<file path="src/core/uart_ctrl_defines.vh">
`ifndef UART_CTRL_DEFINES_VH
`define UART_CTRL_DEFINES_VH

// ********************************************************
// Register map (printed offsets, plain register port)
// ********************************************************
`define ADDR_W          12
`define OFS_DATA        12'hf40
`define OFS_STAT0       12'hf41
`define OFS_CTL_A       12'hf42
`define OFS_CTL_B       12'hf43
`define OFS_STAT1       12'hf44
`define OFS_CMP_ADDR    12'hf45
`define OFS_DIV_HI      12'hf46
`define OFS_DIV_LO      12'hf47

// ********************************************************
// serial_line_control_a fields
// ********************************************************
`define CA_TX_ON        7
`define CA_RX_ON        6
`define CA_CTS_GATE     5
`define CA_PARITY_ON    4
`define CA_PARITY_ODD   3
`define CA_BREAK        2
`define CA_TWO_STOP     1
`define CA_LOOPBACK     0

// ********************************************************
// serial_line_control_b fields
// ********************************************************
`define CB_MODE_HI      7
`define CB_NINE_BIT     6
`define CB_MODE_LO      5
`define CB_TX_NINTH     4
`define CB_DE_POL       3
`define CB_DIV_CTL      2
`define CB_RX_IRQ_MASK  1
`define CB_IR_ON        0

// ********************************************************
// Status fields
// ********************************************************
`define S1_NEW_FRAME    1
`define S1_RX_NINTH     0
`define S1_RESERVED     6'h00

// ********************************************************
// Reset values and constants
// ********************************************************
`define RST_BYTE        8'h00
`define RST_DIV_BYTE    8'hff
`define BYTE_ZERO       8'h00
`define DIV_ZERO        16'h0000
`define DIV_ONE         16'h0001
`define DIV_STEP        16'h0001
`define TICK_ZERO       4'h0
`define TICK_STEP       4'h1
`define TICK_LAST       4'hf
`define TICK_MID        4'h7
`define IR_PULSE_FIRST  4'h7
`define IR_PULSE_LAST   4'h9
`define BIT_ZERO        3'h0
`define BIT_STEP        3'h1
`define BIT_LAST        3'h7

// ********************************************************
// Address filter modes
// ********************************************************
`define MODE_ALL        2'h0
`define MODE_ADDR_ONLY  2'h1
`define MODE_MATCH_ALL  2'h2
`define MODE_MATCH_DATA 2'h3

`endif

</file>
<file path="src/core/uart_ctrl_status_regs.v">
`timescale 1ns/100ps
`default_nettype none
`include "uart_ctrl_defines.vh"

module uart_ctrl_status_regs (
	// Clock and reset
	input  wire                sys_clk,
	input  wire                nrst,
	// Register port
	input  wire [`ADDR_W-1:0]  reg_addr,
	input  wire [7:0]          reg_wdata,
	input  wire                reg_wr,
	input  wire                reg_rd,
	output reg  [7:0]          reg_rdata,
	// Serial pins
	input  wire                rxd_pin,
	input  wire                cts_n_pin,
	output reg                 txd_pin,
	output reg                 drv_en,
	// Requests to the interrupt controller
	output reg                 rx_irq,
	output reg                 timer_irq
);

	// ********************************************************
	// Decoding helpers
	// ********************************************************
	function hit;
		input [`ADDR_W-1:0] addr;
		input [`ADDR_W-1:0] ofs;
		begin
			hit = (addr == ofs);
		end
	endfunction

	function ir_pulse;
		input [3:0] ph;
		begin
			ir_pulse = (ph >= `IR_PULSE_FIRST) && (ph <= `IR_PULSE_LAST);
		end
	endfunction

	// ********************************************************
	// Registers
	// ********************************************************
	reg  [7:0]  serial_line_control_a;
	reg  [7:0]  serial_line_control_b;
	reg  [7:0]  cmp_addr;
	reg  [7:0]  div_hi;
	reg  [7:0]  div_lo;
	reg  [7:0]  tx_hold;
	reg         tx_empty;
	reg  [7:0]  rx_buf;
	reg         rx_avail;
	reg         parity_flag;
	reg         overrun_flag;
	reg         framing_flag;
	reg         break_flag;
	reg         first_byte_of_frame_flag;
	reg         received_ninth_bit;
	reg         addr_matched;
	reg         after_addr;
	reg  [15:0] div_cnt;
	reg         tick;
	reg         rxd_meta;
	reg         rxd_sync;
	reg         cts_meta;
	reg         cts_sync;
	reg  [3:0]  ir_hold;

	wire tx_on                  = serial_line_control_a[`CA_TX_ON];
	wire rx_on                  = serial_line_control_a[`CA_RX_ON];
	wire clear_to_send_gating   = serial_line_control_a[`CA_CTS_GATE];
	wire parity_on              = serial_line_control_a[`CA_PARITY_ON];
	wire parity_odd             = serial_line_control_a[`CA_PARITY_ODD];
	wire force_break            = serial_line_control_a[`CA_BREAK];
	wire two_stop               = serial_line_control_a[`CA_TWO_STOP];
	wire loopback_on            = serial_line_control_a[`CA_LOOPBACK];
	wire nine_bit_mode_on       = serial_line_control_b[`CB_NINE_BIT];
	wire tx_ninth_bit           = serial_line_control_b[`CB_TX_NINTH];
	wire driver_enable_polarity = serial_line_control_b[`CB_DE_POL];
	wire divider_timer_control  = serial_line_control_b[`CB_DIV_CTL];
	wire rx_data_irq_mask       = serial_line_control_b[`CB_RX_IRQ_MASK];
	wire infrared_path_on       = serial_line_control_b[`CB_IR_ON];
	wire [1:0] address_filter_mode = {serial_line_control_b[`CB_MODE_HI],
		serial_line_control_b[`CB_MODE_LO]};

	wire [15:0] div_reload = {div_hi, div_lo};
	wire        wr_data    = reg_wr && hit(reg_addr, `OFS_DATA);
	wire        rd_data    = reg_rd && hit(reg_addr, `OFS_DATA);

	// ********************************************************
	// Pin synchronisers
	// ********************************************************
	always @(posedge sys_clk) begin
		if (!nrst) begin
			rxd_meta <= 1'b1;
			rxd_sync <= 1'b1;
			cts_meta <= 1'b1;
			cts_sync <= 1'b1;
		end else begin
			rxd_meta <= rxd_pin;
			rxd_sync <= rxd_meta;
			cts_meta <= cts_n_pin;
			cts_sync <= cts_meta;
		end
	end

	// ********************************************************
	// Divider: sixteen ticks per bit, or a plain timer
	// ********************************************************
	always @(posedge sys_clk) begin
		if (!nrst) begin
			div_cnt   <= {`RST_DIV_BYTE, `RST_DIV_BYTE};
			tick      <= 1'b0;
			timer_irq <= 1'b0;
		end else begin
			// A divisor of zero or one ticks every cycle
			if (div_cnt <= `DIV_ONE) begin
				div_cnt <= div_reload;
				tick    <= 1'b1;
			end else begin
				div_cnt <= div_cnt - `DIV_STEP;
				tick    <= 1'b0;
			end
			timer_irq <= ~rx_on & divider_timer_control &
				(div_cnt <= `DIV_ONE);
		end
	end

	// ********************************************************
	// Transmit path
	// ********************************************************
	wire       tx_line;
	wire       tx_busy;
	wire [3:0] tx_phase;
	wire       tx_go    = tx_on & (~clear_to_send_gating | ~cts_sync);
	wire       tx_start = tx_go & ~tx_empty & ~tx_busy;

	uart_tx_shift u_tx (
		.sys_clk    (sys_clk),
		.nrst       (nrst),
		.tick       (tick),
		.start      (tx_start),
		.data       (tx_hold),
		.ninth_on   (nine_bit_mode_on),
		.ninth_val  (tx_ninth_bit),
		.parity_on  (parity_on),
		.parity_odd (parity_odd),
		.two_stop   (two_stop),
		.line       (tx_line),
		.busy       (tx_busy),
		.phase      (tx_phase)
	);

	// Infrared: a short high pulse in the middle of each zero bit
	wire tx_coded = infrared_path_on ?
		(~tx_line & ir_pulse(tx_phase)) : tx_line;

	always @(posedge sys_clk) begin
		if (!nrst) begin
			txd_pin <= 1'b1;
			drv_en  <= 1'b0;
		end else begin
			// Break cuts off whatever is being shifted
			txd_pin <= force_break ? 1'b0 : tx_coded;
			drv_en  <= tx_busy ^ driver_enable_polarity;
		end
	end

	always @(posedge sys_clk) begin
		if (!nrst) begin
			tx_hold  <= `RST_BYTE;
			tx_empty <= 1'b1;
		end else begin
			if (tx_start) begin
				tx_empty <= 1'b1;
			end
			// A write in the same cycle as a take refills the holder
			if (wr_data) begin
				tx_hold  <= reg_wdata;
				tx_empty <= 1'b0;
			end
		end
	end

	// ********************************************************
	// Receive path
	// ********************************************************
	// Loopback takes the pin level so it passes the same coder
	wire rx_raw = loopback_on ? txd_pin : rxd_sync;

	// Infrared decoder stretches each pulse into a full zero bit
	always @(posedge sys_clk) begin
		if (!nrst) begin
			ir_hold <= `TICK_ZERO;
		end else if (rx_raw) begin
			ir_hold <= `TICK_LAST;
		end else if (tick && ir_hold != `TICK_ZERO) begin
			ir_hold <= ir_hold - `TICK_STEP;
		end
	end

	wire rx_line = infrared_path_on ?
		~(rx_raw | (ir_hold != `TICK_ZERO)) : rx_raw;

	wire       rx_done;
	wire [7:0] rx_data;
	wire       rx_ninth;
	wire       rx_perr;
	wire       rx_ferr;
	wire       rx_brk;

	uart_rx_shift u_rx (
		.sys_clk    (sys_clk),
		.nrst       (nrst),
		.tick       (tick),
		.enable     (rx_on),
		.line       (rx_line),
		.ninth_on   (nine_bit_mode_on),
		.parity_on  (parity_on),
		.parity_odd (parity_odd),
		.done       (rx_done),
		.data       (rx_data),
		.ninth      (rx_ninth),
		.parity_err (rx_perr),
		.frame_err  (rx_ferr),
		.break_seen (rx_brk)
	);

	// ********************************************************
	// Address filtering
	// ********************************************************
	wire is_addr = nine_bit_mode_on & rx_ninth;
	wire match   = (rx_data == cmp_addr);
	reg  accept;
	reg  irq_ok;

	always @* begin
		accept = 1'b1;
		irq_ok = 1'b1;
		if (nine_bit_mode_on) begin
			case (address_filter_mode)
			`MODE_ALL: begin
				accept = 1'b1;
				irq_ok = 1'b1;
			end
			`MODE_ADDR_ONLY: begin
				accept = 1'b1;
				irq_ok = is_addr;
			end
			`MODE_MATCH_ALL: begin
				accept = is_addr ? match : addr_matched;
				irq_ok = accept;
			end
			`MODE_MATCH_DATA: begin
				accept = ~is_addr & addr_matched;
				irq_ok = accept;
			end
			default: begin
				accept = 1'b1;
				irq_ok = 1'b1;
			end
			endcase
		end
	end

	wire take    = rx_done & accept;
	wire rx_errs = rx_perr | rx_ferr | rx_brk | rx_avail;

	// ********************************************************
	// Receive status
	// ********************************************************
	always @(posedge sys_clk) begin
		if (!nrst) begin
			rx_buf                   <= `RST_BYTE;
			rx_avail                 <= 1'b0;
			parity_flag              <= 1'b0;
			overrun_flag             <= 1'b0;
			framing_flag             <= 1'b0;
			break_flag               <= 1'b0;
			first_byte_of_frame_flag <= 1'b0;
			received_ninth_bit       <= 1'b0;
			addr_matched             <= 1'b0;
			after_addr               <= 1'b0;
			rx_irq                   <= 1'b0;
		end else begin
			if (rd_data) begin
				rx_avail                 <= 1'b0;
				parity_flag              <= 1'b0;
				overrun_flag             <= 1'b0;
				framing_flag             <= 1'b0;
				break_flag               <= 1'b0;
				first_byte_of_frame_flag <= 1'b0;
				received_ninth_bit       <= 1'b0;
			end
			if (rx_done && is_addr) begin
				addr_matched <= match;
				after_addr   <= 1'b1;
			end else if (rx_done) begin
				after_addr <= 1'b0;
			end
			// A new byte wins over a read in the same cycle
			if (take) begin
				rx_buf                   <= rx_data;
				rx_avail                 <= 1'b1;
				parity_flag              <= rx_perr;
				overrun_flag             <= rx_avail;
				framing_flag             <= rx_ferr;
				break_flag               <= rx_brk;
				first_byte_of_frame_flag <= ~is_addr & after_addr;
				received_ninth_bit       <= rx_ninth;
			end
			rx_irq <= take & ((irq_ok & ~rx_data_irq_mask) | rx_errs);
		end
	end

	// ********************************************************
	// Register writes
	// ********************************************************
	// Fields act at once; safe reconfiguration is up to software
	always @(posedge sys_clk) begin
		if (!nrst) begin
			serial_line_control_a <= `RST_BYTE;
			serial_line_control_b <= `RST_BYTE;
			cmp_addr              <= `RST_BYTE;
			div_hi                <= `RST_DIV_BYTE;
			div_lo                <= `RST_DIV_BYTE;
		end else if (reg_wr) begin
			case (reg_addr)
			`OFS_CTL_A:    serial_line_control_a <= reg_wdata;
			`OFS_CTL_B:    serial_line_control_b <= reg_wdata;
			`OFS_CMP_ADDR: cmp_addr              <= reg_wdata;
			`OFS_DIV_HI:   div_hi                <= reg_wdata;
			`OFS_DIV_LO:   div_lo                <= reg_wdata;
			// Status writes store nothing; reserved bits expected zero
			default:       cmp_addr              <= cmp_addr;
			endcase
		end
	end

	// ********************************************************
	// Register reads, one cycle after the strobe
	// ********************************************************
	wire [15:0] div_view = divider_timer_control ? div_cnt : div_reload;

	always @(posedge sys_clk) begin
		if (!nrst) begin
			reg_rdata <= `BYTE_ZERO;
		end else if (reg_rd) begin
			case (reg_addr)
			`OFS_DATA:     reg_rdata <= rx_buf;
			`OFS_STAT0:    reg_rdata <= {rx_avail, parity_flag,
				overrun_flag, framing_flag, break_flag, tx_empty,
				tx_empty & ~tx_busy, cts_sync};
			`OFS_CTL_A:    reg_rdata <= serial_line_control_a;
			`OFS_CTL_B:    reg_rdata <= serial_line_control_b;
			`OFS_STAT1:    reg_rdata <= {`S1_RESERVED,
				first_byte_of_frame_flag, received_ninth_bit};
			`OFS_CMP_ADDR: reg_rdata <= cmp_addr;
			`OFS_DIV_HI:   reg_rdata <= div_view[15:8];
			`OFS_DIV_LO:   reg_rdata <= div_view[7:0];
			default:       reg_rdata <= `BYTE_ZERO;
			endcase
		end else begin
			reg_rdata <= `BYTE_ZERO;
		end
	end

endmodule
`default_nettype wire

</file>
<file path="src/core/uart_rx_shift.v">
`timescale 1ns/100ps
`default_nettype none
`include "uart_ctrl_defines.vh"

module uart_rx_shift (
	// Clock and reset
	input  wire       sys_clk,
	input  wire       nrst,
	// Oversample tick and enable
	input  wire       tick,
	input  wire       enable,
	// Decoded serial line
	input  wire       line,
	// Frame format
	input  wire       ninth_on,
	input  wire       parity_on,
	input  wire       parity_odd,
	// Received character
	output reg        done,
	output reg  [7:0] data,
	output reg        ninth,
	output reg        parity_err,
	output reg        frame_err,
	output reg        break_seen
);

	localparam IDLE  = 3'h0;
	localparam START = 3'h1;
	localparam DATA  = 3'h2;
	localparam EXTRA = 3'h3;
	localparam STOP  = 3'h4;

	reg [2:0] state;
	reg [3:0] tick_cnt;
	reg [2:0] bit_cnt;
	reg [7:0] shreg;
	reg       extra_bit;

	wire has_extra = ninth_on | parity_on;
	wire sample    = tick && (tick_cnt == `TICK_LAST);

	always @(posedge sys_clk) begin
		if (!nrst) begin
			state      <= IDLE;
			tick_cnt   <= `TICK_ZERO;
			bit_cnt    <= `BIT_ZERO;
			shreg      <= `BYTE_ZERO;
			extra_bit  <= 1'b0;
			done       <= 1'b0;
			data       <= `BYTE_ZERO;
			ninth      <= 1'b0;
			parity_err <= 1'b0;
			frame_err  <= 1'b0;
			break_seen <= 1'b0;
		end else begin
			done <= 1'b0;
			if (!enable) begin
				state <= IDLE;
			end else begin
				if (tick && state != IDLE) begin
					tick_cnt <= (state == START && tick_cnt == `TICK_MID) ?
						`TICK_ZERO : tick_cnt + `TICK_STEP;
				end
				case (state)
				IDLE: begin
					tick_cnt <= `TICK_ZERO;
					if (!line) begin
						state <= START;
					end
				end
				START: begin
					// Glitch shorter than half a bit is dropped
					if (tick && tick_cnt == `TICK_MID) begin
						bit_cnt   <= `BIT_ZERO;
						extra_bit <= 1'b0;
						state     <= line ? IDLE : DATA;
					end
				end
				DATA: begin
					if (sample) begin
						shreg   <= {line, shreg[7:1]};
						bit_cnt <= bit_cnt + `BIT_STEP;
						if (bit_cnt == `BIT_LAST) begin
							state <= has_extra ? EXTRA : STOP;
						end
					end
				end
				EXTRA: begin
					if (sample) begin
						extra_bit <= line;
						state     <= STOP;
					end
				end
				STOP: begin
					if (sample) begin
						done       <= 1'b1;
						data       <= shreg;
						ninth      <= ninth_on & extra_bit;
						parity_err <= parity_on & ~ninth_on &
							(extra_bit != (parity_odd ^ (^shreg)));
						frame_err  <= ~line;
						break_seen <= ~line & ~extra_bit &
							(shreg == `BYTE_ZERO);
						state      <= IDLE;
					end
				end
				default: begin
					state <= IDLE;
				end
				endcase
			end
		end
	end

endmodule
`default_nettype wire

</file>
<file path="src/core/uart_tx_shift.v">
`timescale 1ns/100ps
`default_nettype none
`include "uart_ctrl_defines.vh"

module uart_tx_shift (
	// Clock and reset
	input  wire       sys_clk,
	input  wire       nrst,
	// Oversample tick, sixteen per bit
	input  wire       tick,
	// Character request
	input  wire       start,
	input  wire [7:0] data,
	// Frame format
	input  wire       ninth_on,
	input  wire       ninth_val,
	input  wire       parity_on,
	input  wire       parity_odd,
	input  wire       two_stop,
	// Line side
	output reg        line,
	output wire       busy,
	output wire [3:0] phase
);

	localparam IDLE  = 3'h0;
	localparam START = 3'h1;
	localparam DATA  = 3'h2;
	localparam EXTRA = 3'h3;
	localparam STOP  = 3'h4;

	reg [2:0] state;
	reg [3:0] tick_cnt;
	reg [2:0] bit_cnt;
	reg [7:0] shreg;
	reg       extra_bit;
	reg       has_extra;
	reg       stop_left;

	assign busy  = (state != IDLE);
	assign phase = tick_cnt;

	always @(posedge sys_clk) begin
		if (!nrst) begin
			state     <= IDLE;
			tick_cnt  <= `TICK_ZERO;
			bit_cnt   <= `BIT_ZERO;
			shreg     <= `BYTE_ZERO;
			extra_bit <= 1'b0;
			has_extra <= 1'b0;
			stop_left <= 1'b0;
			line      <= 1'b1;
		end else if (state == IDLE) begin
			line <= 1'b1;
			if (start) begin
				shreg     <= data;
				// Ninth bit takes the parity slot when both are on
				extra_bit <= ninth_on ? ninth_val : (parity_odd ^ (^data));
				has_extra <= ninth_on | parity_on;
				stop_left <= two_stop;
				tick_cnt  <= `TICK_ZERO;
				line      <= 1'b0;
				state     <= START;
			end
		end else if (tick) begin
			if (tick_cnt != `TICK_LAST) begin
				tick_cnt <= tick_cnt + `TICK_STEP;
			end else begin
				tick_cnt <= `TICK_ZERO;
				case (state)
				START: begin
					line    <= shreg[0];
					bit_cnt <= `BIT_ZERO;
					state   <= DATA;
				end
				DATA: begin
					if (bit_cnt == `BIT_LAST) begin
						line  <= has_extra ? extra_bit : 1'b1;
						state <= has_extra ? EXTRA : STOP;
					end else begin
						line    <= shreg[1];
						shreg   <= {1'b0, shreg[7:1]};
						bit_cnt <= bit_cnt + `BIT_STEP;
					end
				end
				EXTRA: begin
					line  <= 1'b1;
					state <= STOP;
				end
				STOP: begin
					if (stop_left) begin
						stop_left <= 1'b0;
					end else begin
						state <= IDLE;
					end
				end
				default: begin
					state <= IDLE;
				end
				endcase
			end
		end
	end

endmodule
`default_nettype wire

</file>
<file path="config.mk">
export PLATFORM = sky130hd
export DESIGN_NAME = uart_ctrl_status_regs
export DESIGN_NICKNAME = d
export VERILOG_FILES = /design/src/core/uart_ctrl_status_regs.v /design/src/core/uart_rx_shift.v /design/src/core/uart_tx_shift.v
export VERILOG_INCLUDE_DIRS = /design/src /design/src/core
export SDC_FILE = /design/constraint.sdc
export NUM_CORES = 1
export LEC_CHECK = 0
export BUFFER_PORTS_ARGS = -buffer_cell sky130_fd_sc_hd__buf_2
export CAP_MARGIN = 20
export CORE_MARGIN = 10
export CORE_UTILIZATION = 23
export CTS_BUF_LIST = sky130_fd_sc_hd__clkbuf_4 sky130_fd_sc_hd__clkbuf_8 sky130_fd_sc_hd__clkbuf_16
export CTS_CLUSTER_DIAMETER = 60
export DETAILED_ROUTE_END_ITERATION = 10
export PLACE_DENSITY = 0.39
export RECOVER_POWER = 50
export SETUP_SLACK_MARGIN = 0.02
export SLEW_MARGIN = 25
export SYNTH_ARGS = -nofsm -noshare
export SYNTH_HDL_FRONTEND = slang
export SYNTH_SLANG_ARGS = --single-unit
</file>
<file path="constraint.sdc">
create_clock -name sys_clk -period 3.1 [get_ports sys_clk]
set_clock_uncertainty 0.05 [all_clocks]
set_input_delay 0.465 -clock sys_clk [delete_from_list [all_inputs] [get_ports sys_clk]]
set_output_delay 0.465 -clock sys_clk [all_outputs]
set_load 0.005 [all_outputs]
</file>
==> metrics.txt, run 1 <==
run status finished, final reports clean; Max stage delay cell, worst path clkbuf_1; root cell of the clock tree clkbuf_16; count of warnings emitted by yosys 0; clock buffer count from CTS 17; Boundary Pins 38; via count 6172; worst slew margin relative to its limit 0.148; Post-CTS Hold Buffers 0; post-route fraction of the period consumed by the critical path 0.834; Max H-tree Level 4; number of instances in the placed design around 1300; destination of the worst register-to-register timing path div_cnt[1]; count of final setup violators 0; instance area at placement between 0.008 and 0.009 mm2; highest clock rate roughly 0.39 GHz; Final Instance Count excl. Fillers approximately 1400; flip-flop and latch count after synthesis approximately 160; post-synthesis cell type count 66; flip-flop count of the largest register after layout 16; Cells after Synth between 800 and 900; iteration count of the initial detailed-routing pass 6; top library cells by usage in the layout, fill and taps aside 157 x dfxtp_1, 133 x nor2_1, 86 x mux2i_1, 83 x nand2_1, 53 x a21oi_1; DRT Wirelength roughly 23 mm; Buffers on Ports 37; worst slew pin tran between 1 and 1.5 ns; critical path required time 3.33 ns; most area-hungry cell type in the Yosys netlist dfxtp_1; start of the worst register-to-register path div_cnt[10]; routability cong. roughly 0.75; Clock transition at path regs 0.07 ns; number of antenna diodes 0; total number of nets in the final design 949; type of element launching the critical path input pin; Core Box Area between 0.03 and 0.04 mm2; number of cells upsized or downsized after cts 0; die width about 200 um; Area growth syn-to-layout 15.7%; gr ovfl total 0; end-of-flow core utilization 0.270; most common cell after layout, fill and taps aside dfxtp_1; vertical die dimension about 200 um; die outline area 0.0407 mm2; PnR Total Power 4.37 mW; half-perimeter wire length of the detailed placement result between 15 and 20 mm; Max Fanout on Critical Path 21; total setup buffers inserted after CTS 0; maximum number of pins on one net before global-route repair just over 40; Power Dens Cells 497 mW/mm2; post-detailed-route wirelength per cell 17.1 um; area fraction of the dominant cell type after synthesis 0.413; primary flip-flop cell chosen by synthesis mapping dfxtp_1; startpoint of the worst hold path cts_n_pin; first-pass GRT wire length between 30 and 40 mm; Max rail drop VDD around 0.38 mV; vias in the first global route about 6300; data arrival time of the worst path about 2.8 ns; post-synthesis instance area 0.00760 mm2; # rows 66; post-route standard cell area excluding fillers just under 0.009 mm2; number of cells on the worst hold path 2; number of antenna violations at the first check in global routing 0; Worst Hold Endpoint cts_meta; leakage power figure about 3.5 nW; aggregate negative setup slack 0 ns; Hold/Removal Path Class in -> reg; register-to-register setup slack about 0.75 ns; TritonCTS clock tree built; Post-DRT Antenna Nets 0; depth of the worst register-to-register path 6; Total Routing Usage GR 0.116; synthesized net count roughly 930; number of enable-type register cells in the synthesized netlist 0; number of hold-slack violations in the final timing report 0; final critical-path required period between 2 and 3 ns; count of final max-slew check failures 0; Clock Path Buffers 2; fraction of registers with async set or reset after synthesis 0; Critical Path End Type flip-flop; critical path class in -> reg; critical path's largest stage delay between 0.9 and 1 ns; list of cells traversed by the critical path clkbuf_1 -> nor2_1 -> clkbuf_1 -> nand3_1 -> mux2i_1 -> nor2_1; Initial Utilization 0.234; sequential cell area fraction in the yosys report 0.413; vias per cell approximately 4.5; cell types with the largest area share after synthesis dfxtp_1 41%, mux2i_1 11%, nor2_1 6.6%; TritonCTS sink count roughly 160; RSZ-0062 raised after global routing false; number of violations reported at the end of detailed-routing iteration 0 between 300 and 400; Remaining DRCs 0; share of post-route cells with drive strength above 1 0.0946; clock latency on the worst-skew pair 0.44 ns; register containing the most flip-flops in the final layout div_cnt; max-cap violations 0; synthesized area divided by synthesized cell count 8.61 um2
## power by group
part	leakage (nW)	internal [mW]	total [mW]	switching, mW
Combinational	1.91	0.0583	0.199	0.141
Clock	0.281	1.20	2.13	0.929
Sequential	1.27	2.03	2.04	0.0158
## cell usage after synthesis, drive strengths merged, types with 3 or more instances
| library cell | instances |
|---|---|
| nand2b | 17 |
| or3 | 4 |
| nor2b | 7 |
| ha | 16 |
| nor3 | 14 |
| nor3b | 5 |
| inv | 25 |
| dfxtp | 157 |
| o22a | 3 |
| a311oi | 7 |
| o21ai | 36 |
| buf | 8 |
| a211oi | 12 |
| a31oi | 10 |
| and2 | 6 |
| nand4 | 12 |
| o211ai | 3 |
| mux2i | 86 |
| a21oi | 53 |
| nand3b | 5 |
| nand2 | 83 |
| xnor2 | 30 |
| nand4b | 5 |
| clkbuf | 45 |
| mux2 | 8 |
| a221oi | 4 |
| nand3 | 31 |
| and3 | 7 |
| xor2 | 7 |
| nor2 | 133 |
| o21a | 4 |
| nor4 | 7 |
## logic make-up (layout without fill, tap and decap cells)
group                      count (synthesis)  in the layout  synth area share
AOI/OAI and AO/OA                        154            154             0.126
DFF                                      157            157             0.413
adders and majority gates                 16             16            0.0263
and+or+nand+nor                          345            345             0.221
muxes                                     96             96             0.131
xor gates and xnor gates                  37             37            0.0426
buffers and inverters                     78            115            0.0397
## worst max path at each step
stage / startpoint / end / depth (start not counted) / slack, ns
5_1_grt: reg_addr[0] / div_lo[2] / 7 / 0.29
2_1_floorplan: reg_addr[3] / cmp_addr[0] / 6 / 0.98
3_5_place_dp: reg_addr[3] / cmp_addr[0] / 7 / 0.60
6_report: reg_addr[0] / serial_line_control_a[5] / 6 / 0.52
3_3_place_gp: reg_addr[3] / cmp_addr[1] / 7 / 0.62
4_1_cts: div_cnt[10] / div_cnt[1] / 6 / 0.79
## through the flow
stage | setup slack [ns] | hold WS [ns]
detailed placement | 0.603 | 0.341
CTS | 0.791 | 0.143
finish | 0.516 | 0.165
floorplan | 0.984 | 0.336
global placement | 0.623 | 0.357
global route | 0.294 | 0.145
## metal layers
metal	up-vias	GRT usage	routed length (um)
met5	-	0	0
met4	0	0.0328	255
met3	19	0.0229	597
met2	55	0.191	11000
met1	2955	0.152	11400
li1	3143	-	-
## critical path: cells and delay by family
| family | cells | cell delay [ns] |
|---|---|---|
| buffers and inverters | 2 | 1.18 |
| and+or+nand+nor | 3 | 0.90 |
| muxes | 1 | 0.26 |
## final cells by class
cell class / instances / area, um2
well taps: 442 / 553
fillers: 3557 / 23700
flip-flops and latches: 157 / 3140
repair buffers: 58 / 295
inverters: 25 / 93.8
multi-input cells: 648 / 4120
clock inverters: 15 / 163
clock buffers: 17 / 425
Power figures use the tool's default switching activity.
==> run 2: changes to the inputs <==
Settings changed: PLACE_DENSITY 0.39 to 0.4.
Clock period 3.1 ns to 2.2 ns, I/O delays scaled along.
==> metrics.txt, run 2 (synthesized netlist as in run 1, its figures left out) <==
aggregate negative setup slack 0 ns (unchanged); Core Box Area 0.0325 mm2 (unchanged); Max stage delay cell, worst path or4_1; die outline area 0.0407 mm2 (unchanged); Initial Utilization 0.234 (unchanged); most common cell after layout, fill and taps aside dfxtp_1; Area growth syn-to-layout 19.5%; critical path class in -> reg; Final Instance Count excl. Fillers 1394 (+2.3%); total setup buffers inserted after CTS 0 (unchanged); Critical Path End Type flip-flop; Boundary Pins 38 (unchanged); critical path required time 2.48 ns (-0.85 ns); Post-CTS Hold Buffers 0 (unchanged); number of antenna diodes 0 (unchanged); Max H-tree Level 4 (unchanged); post-route fraction of the period consumed by the critical path 0.934; Total Routing Usage GR 0.114 (-0.00286); number of cells on the worst hold path 2 (unchanged); share of post-route cells with drive strength above 1 0.128 (+0.0336); root cell of the clock tree clkbuf_16; vias in the first global route 6226 (-0.62%); first-pass GRT wire length 36.4 mm (-2.1%); Post-DRT Antenna Nets 0 (unchanged); flip-flop count of the largest register after layout 16 (unchanged); highest clock rate roughly 0.49 GHz; number of cells upsized or downsized after cts 0 (unchanged); via count 6266 (+1.5%); Clock transition at path regs 0.07 ns (about the same); number of hold-slack violations in the final timing report 0 (unchanged); Max Fanout on Critical Path 9 (-57%); clock latency on the worst-skew pair 0.44 ns (about the same); final critical-path required period 2.05 ns; register containing the most flip-flops in the final layout div_cnt; footprint of the multi-input gates 0.00412 mm2 (about the same); count of final max-slew check failures 0 (unchanged); post-route standard cell area excluding fillers 0.00909 mm2 (+3.3%); destination of the worst register-to-register timing path u_tx.state[0]; top library cells by usage in the layout, fill and taps aside 157 x dfxtp_1, 133 x nor2_1, 86 x mux2i_1, 83 x nand2_1, 53 x a21oi_1; clock buffer count from CTS 17 (unchanged); vertical die dimension 202 um (unchanged); TritonCTS clock tree built; list of cells traversed by the critical path buf_2 -> or4_1 -> nor4_1 -> buf_12 -> nand2_1 -> mux2i_1 -> nor2_1; type of element launching the critical path input pin; TritonCTS sink count 157 (unchanged); Worst Hold Endpoint rxd_meta; count of filler cells inserted in the layout 3594 (+1.0%); Max rail drop VDD 0.562 mV (+48%); final worst setup slack 0.146 ns (-0.370 ns); DRT Wirelength 23.1 mm (-0.78%); worst slew margin relative to its limit 0.522 (+0.373); iteration count of the initial detailed-routing pass 4 (-2); number of violations reported at the end of detailed-routing iteration 0 361 (+5.9%); gr ovfl total 0 (unchanged); number of instances in the placed design 1362 (+2.4%); half-perimeter wire length of the detailed placement result 16.8 mm (+0.56%); worst setup slack after placement 0.176 ns (-0.427 ns); Hold/Removal Path Class in -> reg; critical path's largest stage delay 0.55 ns (-0.36 ns); post-detailed-route wirelength per cell 16.5 um (-3.1%); Power Dens Cells 686 mW/mm2 (+38%); routability cong. 0.766 (+1.7%); Clock Path Buffers 2 (unchanged); Buffers on Ports 37 (unchanged); count of final setup violators 0 (unchanged); PnR Total Power 6.23 mW (+43%); RSZ-0062 raised after global routing false; die width 202 um (unchanged); data arrival time of the worst path 2.33 ns (-0.49 ns); start of the worst register-to-register path u_tx.phase[0]; max-cap violations 0 (unchanged); run status finished, final reports clean; # rows 66 (unchanged); worst slew pin tran 0.709 ns (-0.569 ns); Remaining DRCs 0 (unchanged); register-to-register setup slack 0.22 ns (-0.53 ns); instance area at placement 0.00857 mm2 (+3.3%); vias per cell 4.49 (-0.81%); leakage power figure 3.64 nW (+5.2%); total area of sequential cells 0.00314 mm2 (unchanged); startpoint of the worst hold path rxd_pin; total number of nets in the final design 981 (+3.4%); number of antenna violations at the first check in global routing 0 (unchanged); maximum number of pins on one net before global-route repair 71 (+73%); depth of the worst register-to-register path 6 (unchanged)
run 2: cell types whose count changed in the layout (fill, tap and decap cells not counted), sizes merged:
cell / before / now
buf: 37 / 68
inv: 30 / 31
clkinv: 5 / 3
clkbuf: 38 / 41
clkinvlp: 3 / 2
run 2: final cells by class:
type / instances / area share
Multi-Input combinational cell: 648 / 0.453
Sequential cell: 157 / 0.346
Timing Repair Buffer: 90 / 0.0635
Tap cell: 442 / 0.0609
Clock buffer: 19 / 0.0492
Clock inverter: 13 / 0.0172
Inverter: 25 / 0.0103
run 2: per-layer routing:
metal / vias to the layer above / track usage / routed length [um]
met5: - / 0 / 0
met4: 0 / 0.0338 / 312
met3: 19 / 0.0221 / 720
met2: 69 / 0.181 / 10500
met1: 2969 / 0.152 / 11500
li1: 3209 / - / -
run 2: metrics by stage:
step	utilization	hold WS, ns
floorplan	-	0.336
global placement	0.263	0.343
detailed placement	0.263	0.346
CTS	0.282	0.00633
global route	0.279	0.0188
finish	0.279	0.0246
run 2: critical path: cells and delay by family:
kind / cells / cell delay (ns)
buffers and inverters: 2 / 0.30
multiplexers: 1 / 0.26
AND/OR/NAND/NOR: 4 / 1.44
run 2: how the worst max path moves through the flow:
stage / startpoint / endpoint
after floorplan: reg_addr[3] / cmp_addr[0]
after global placement: reg_addr[3] / tx_hold[1]
after detailed placement: reg_addr[3] / tx_hold[4]
after CTS: u_rx.bit_cnt[0] / u_rx.state[0]
after global routing: reg_addr[3] / tx_hold[4]
final: reg_addr[3] / tx_hold[4]
run 2: power by group:
part	switching [mW]	internal, mW
Sequential	0.0181	2.86
Clock	1.32	1.74
Combinational	0.201	0.0969
Total	1.53	4.70
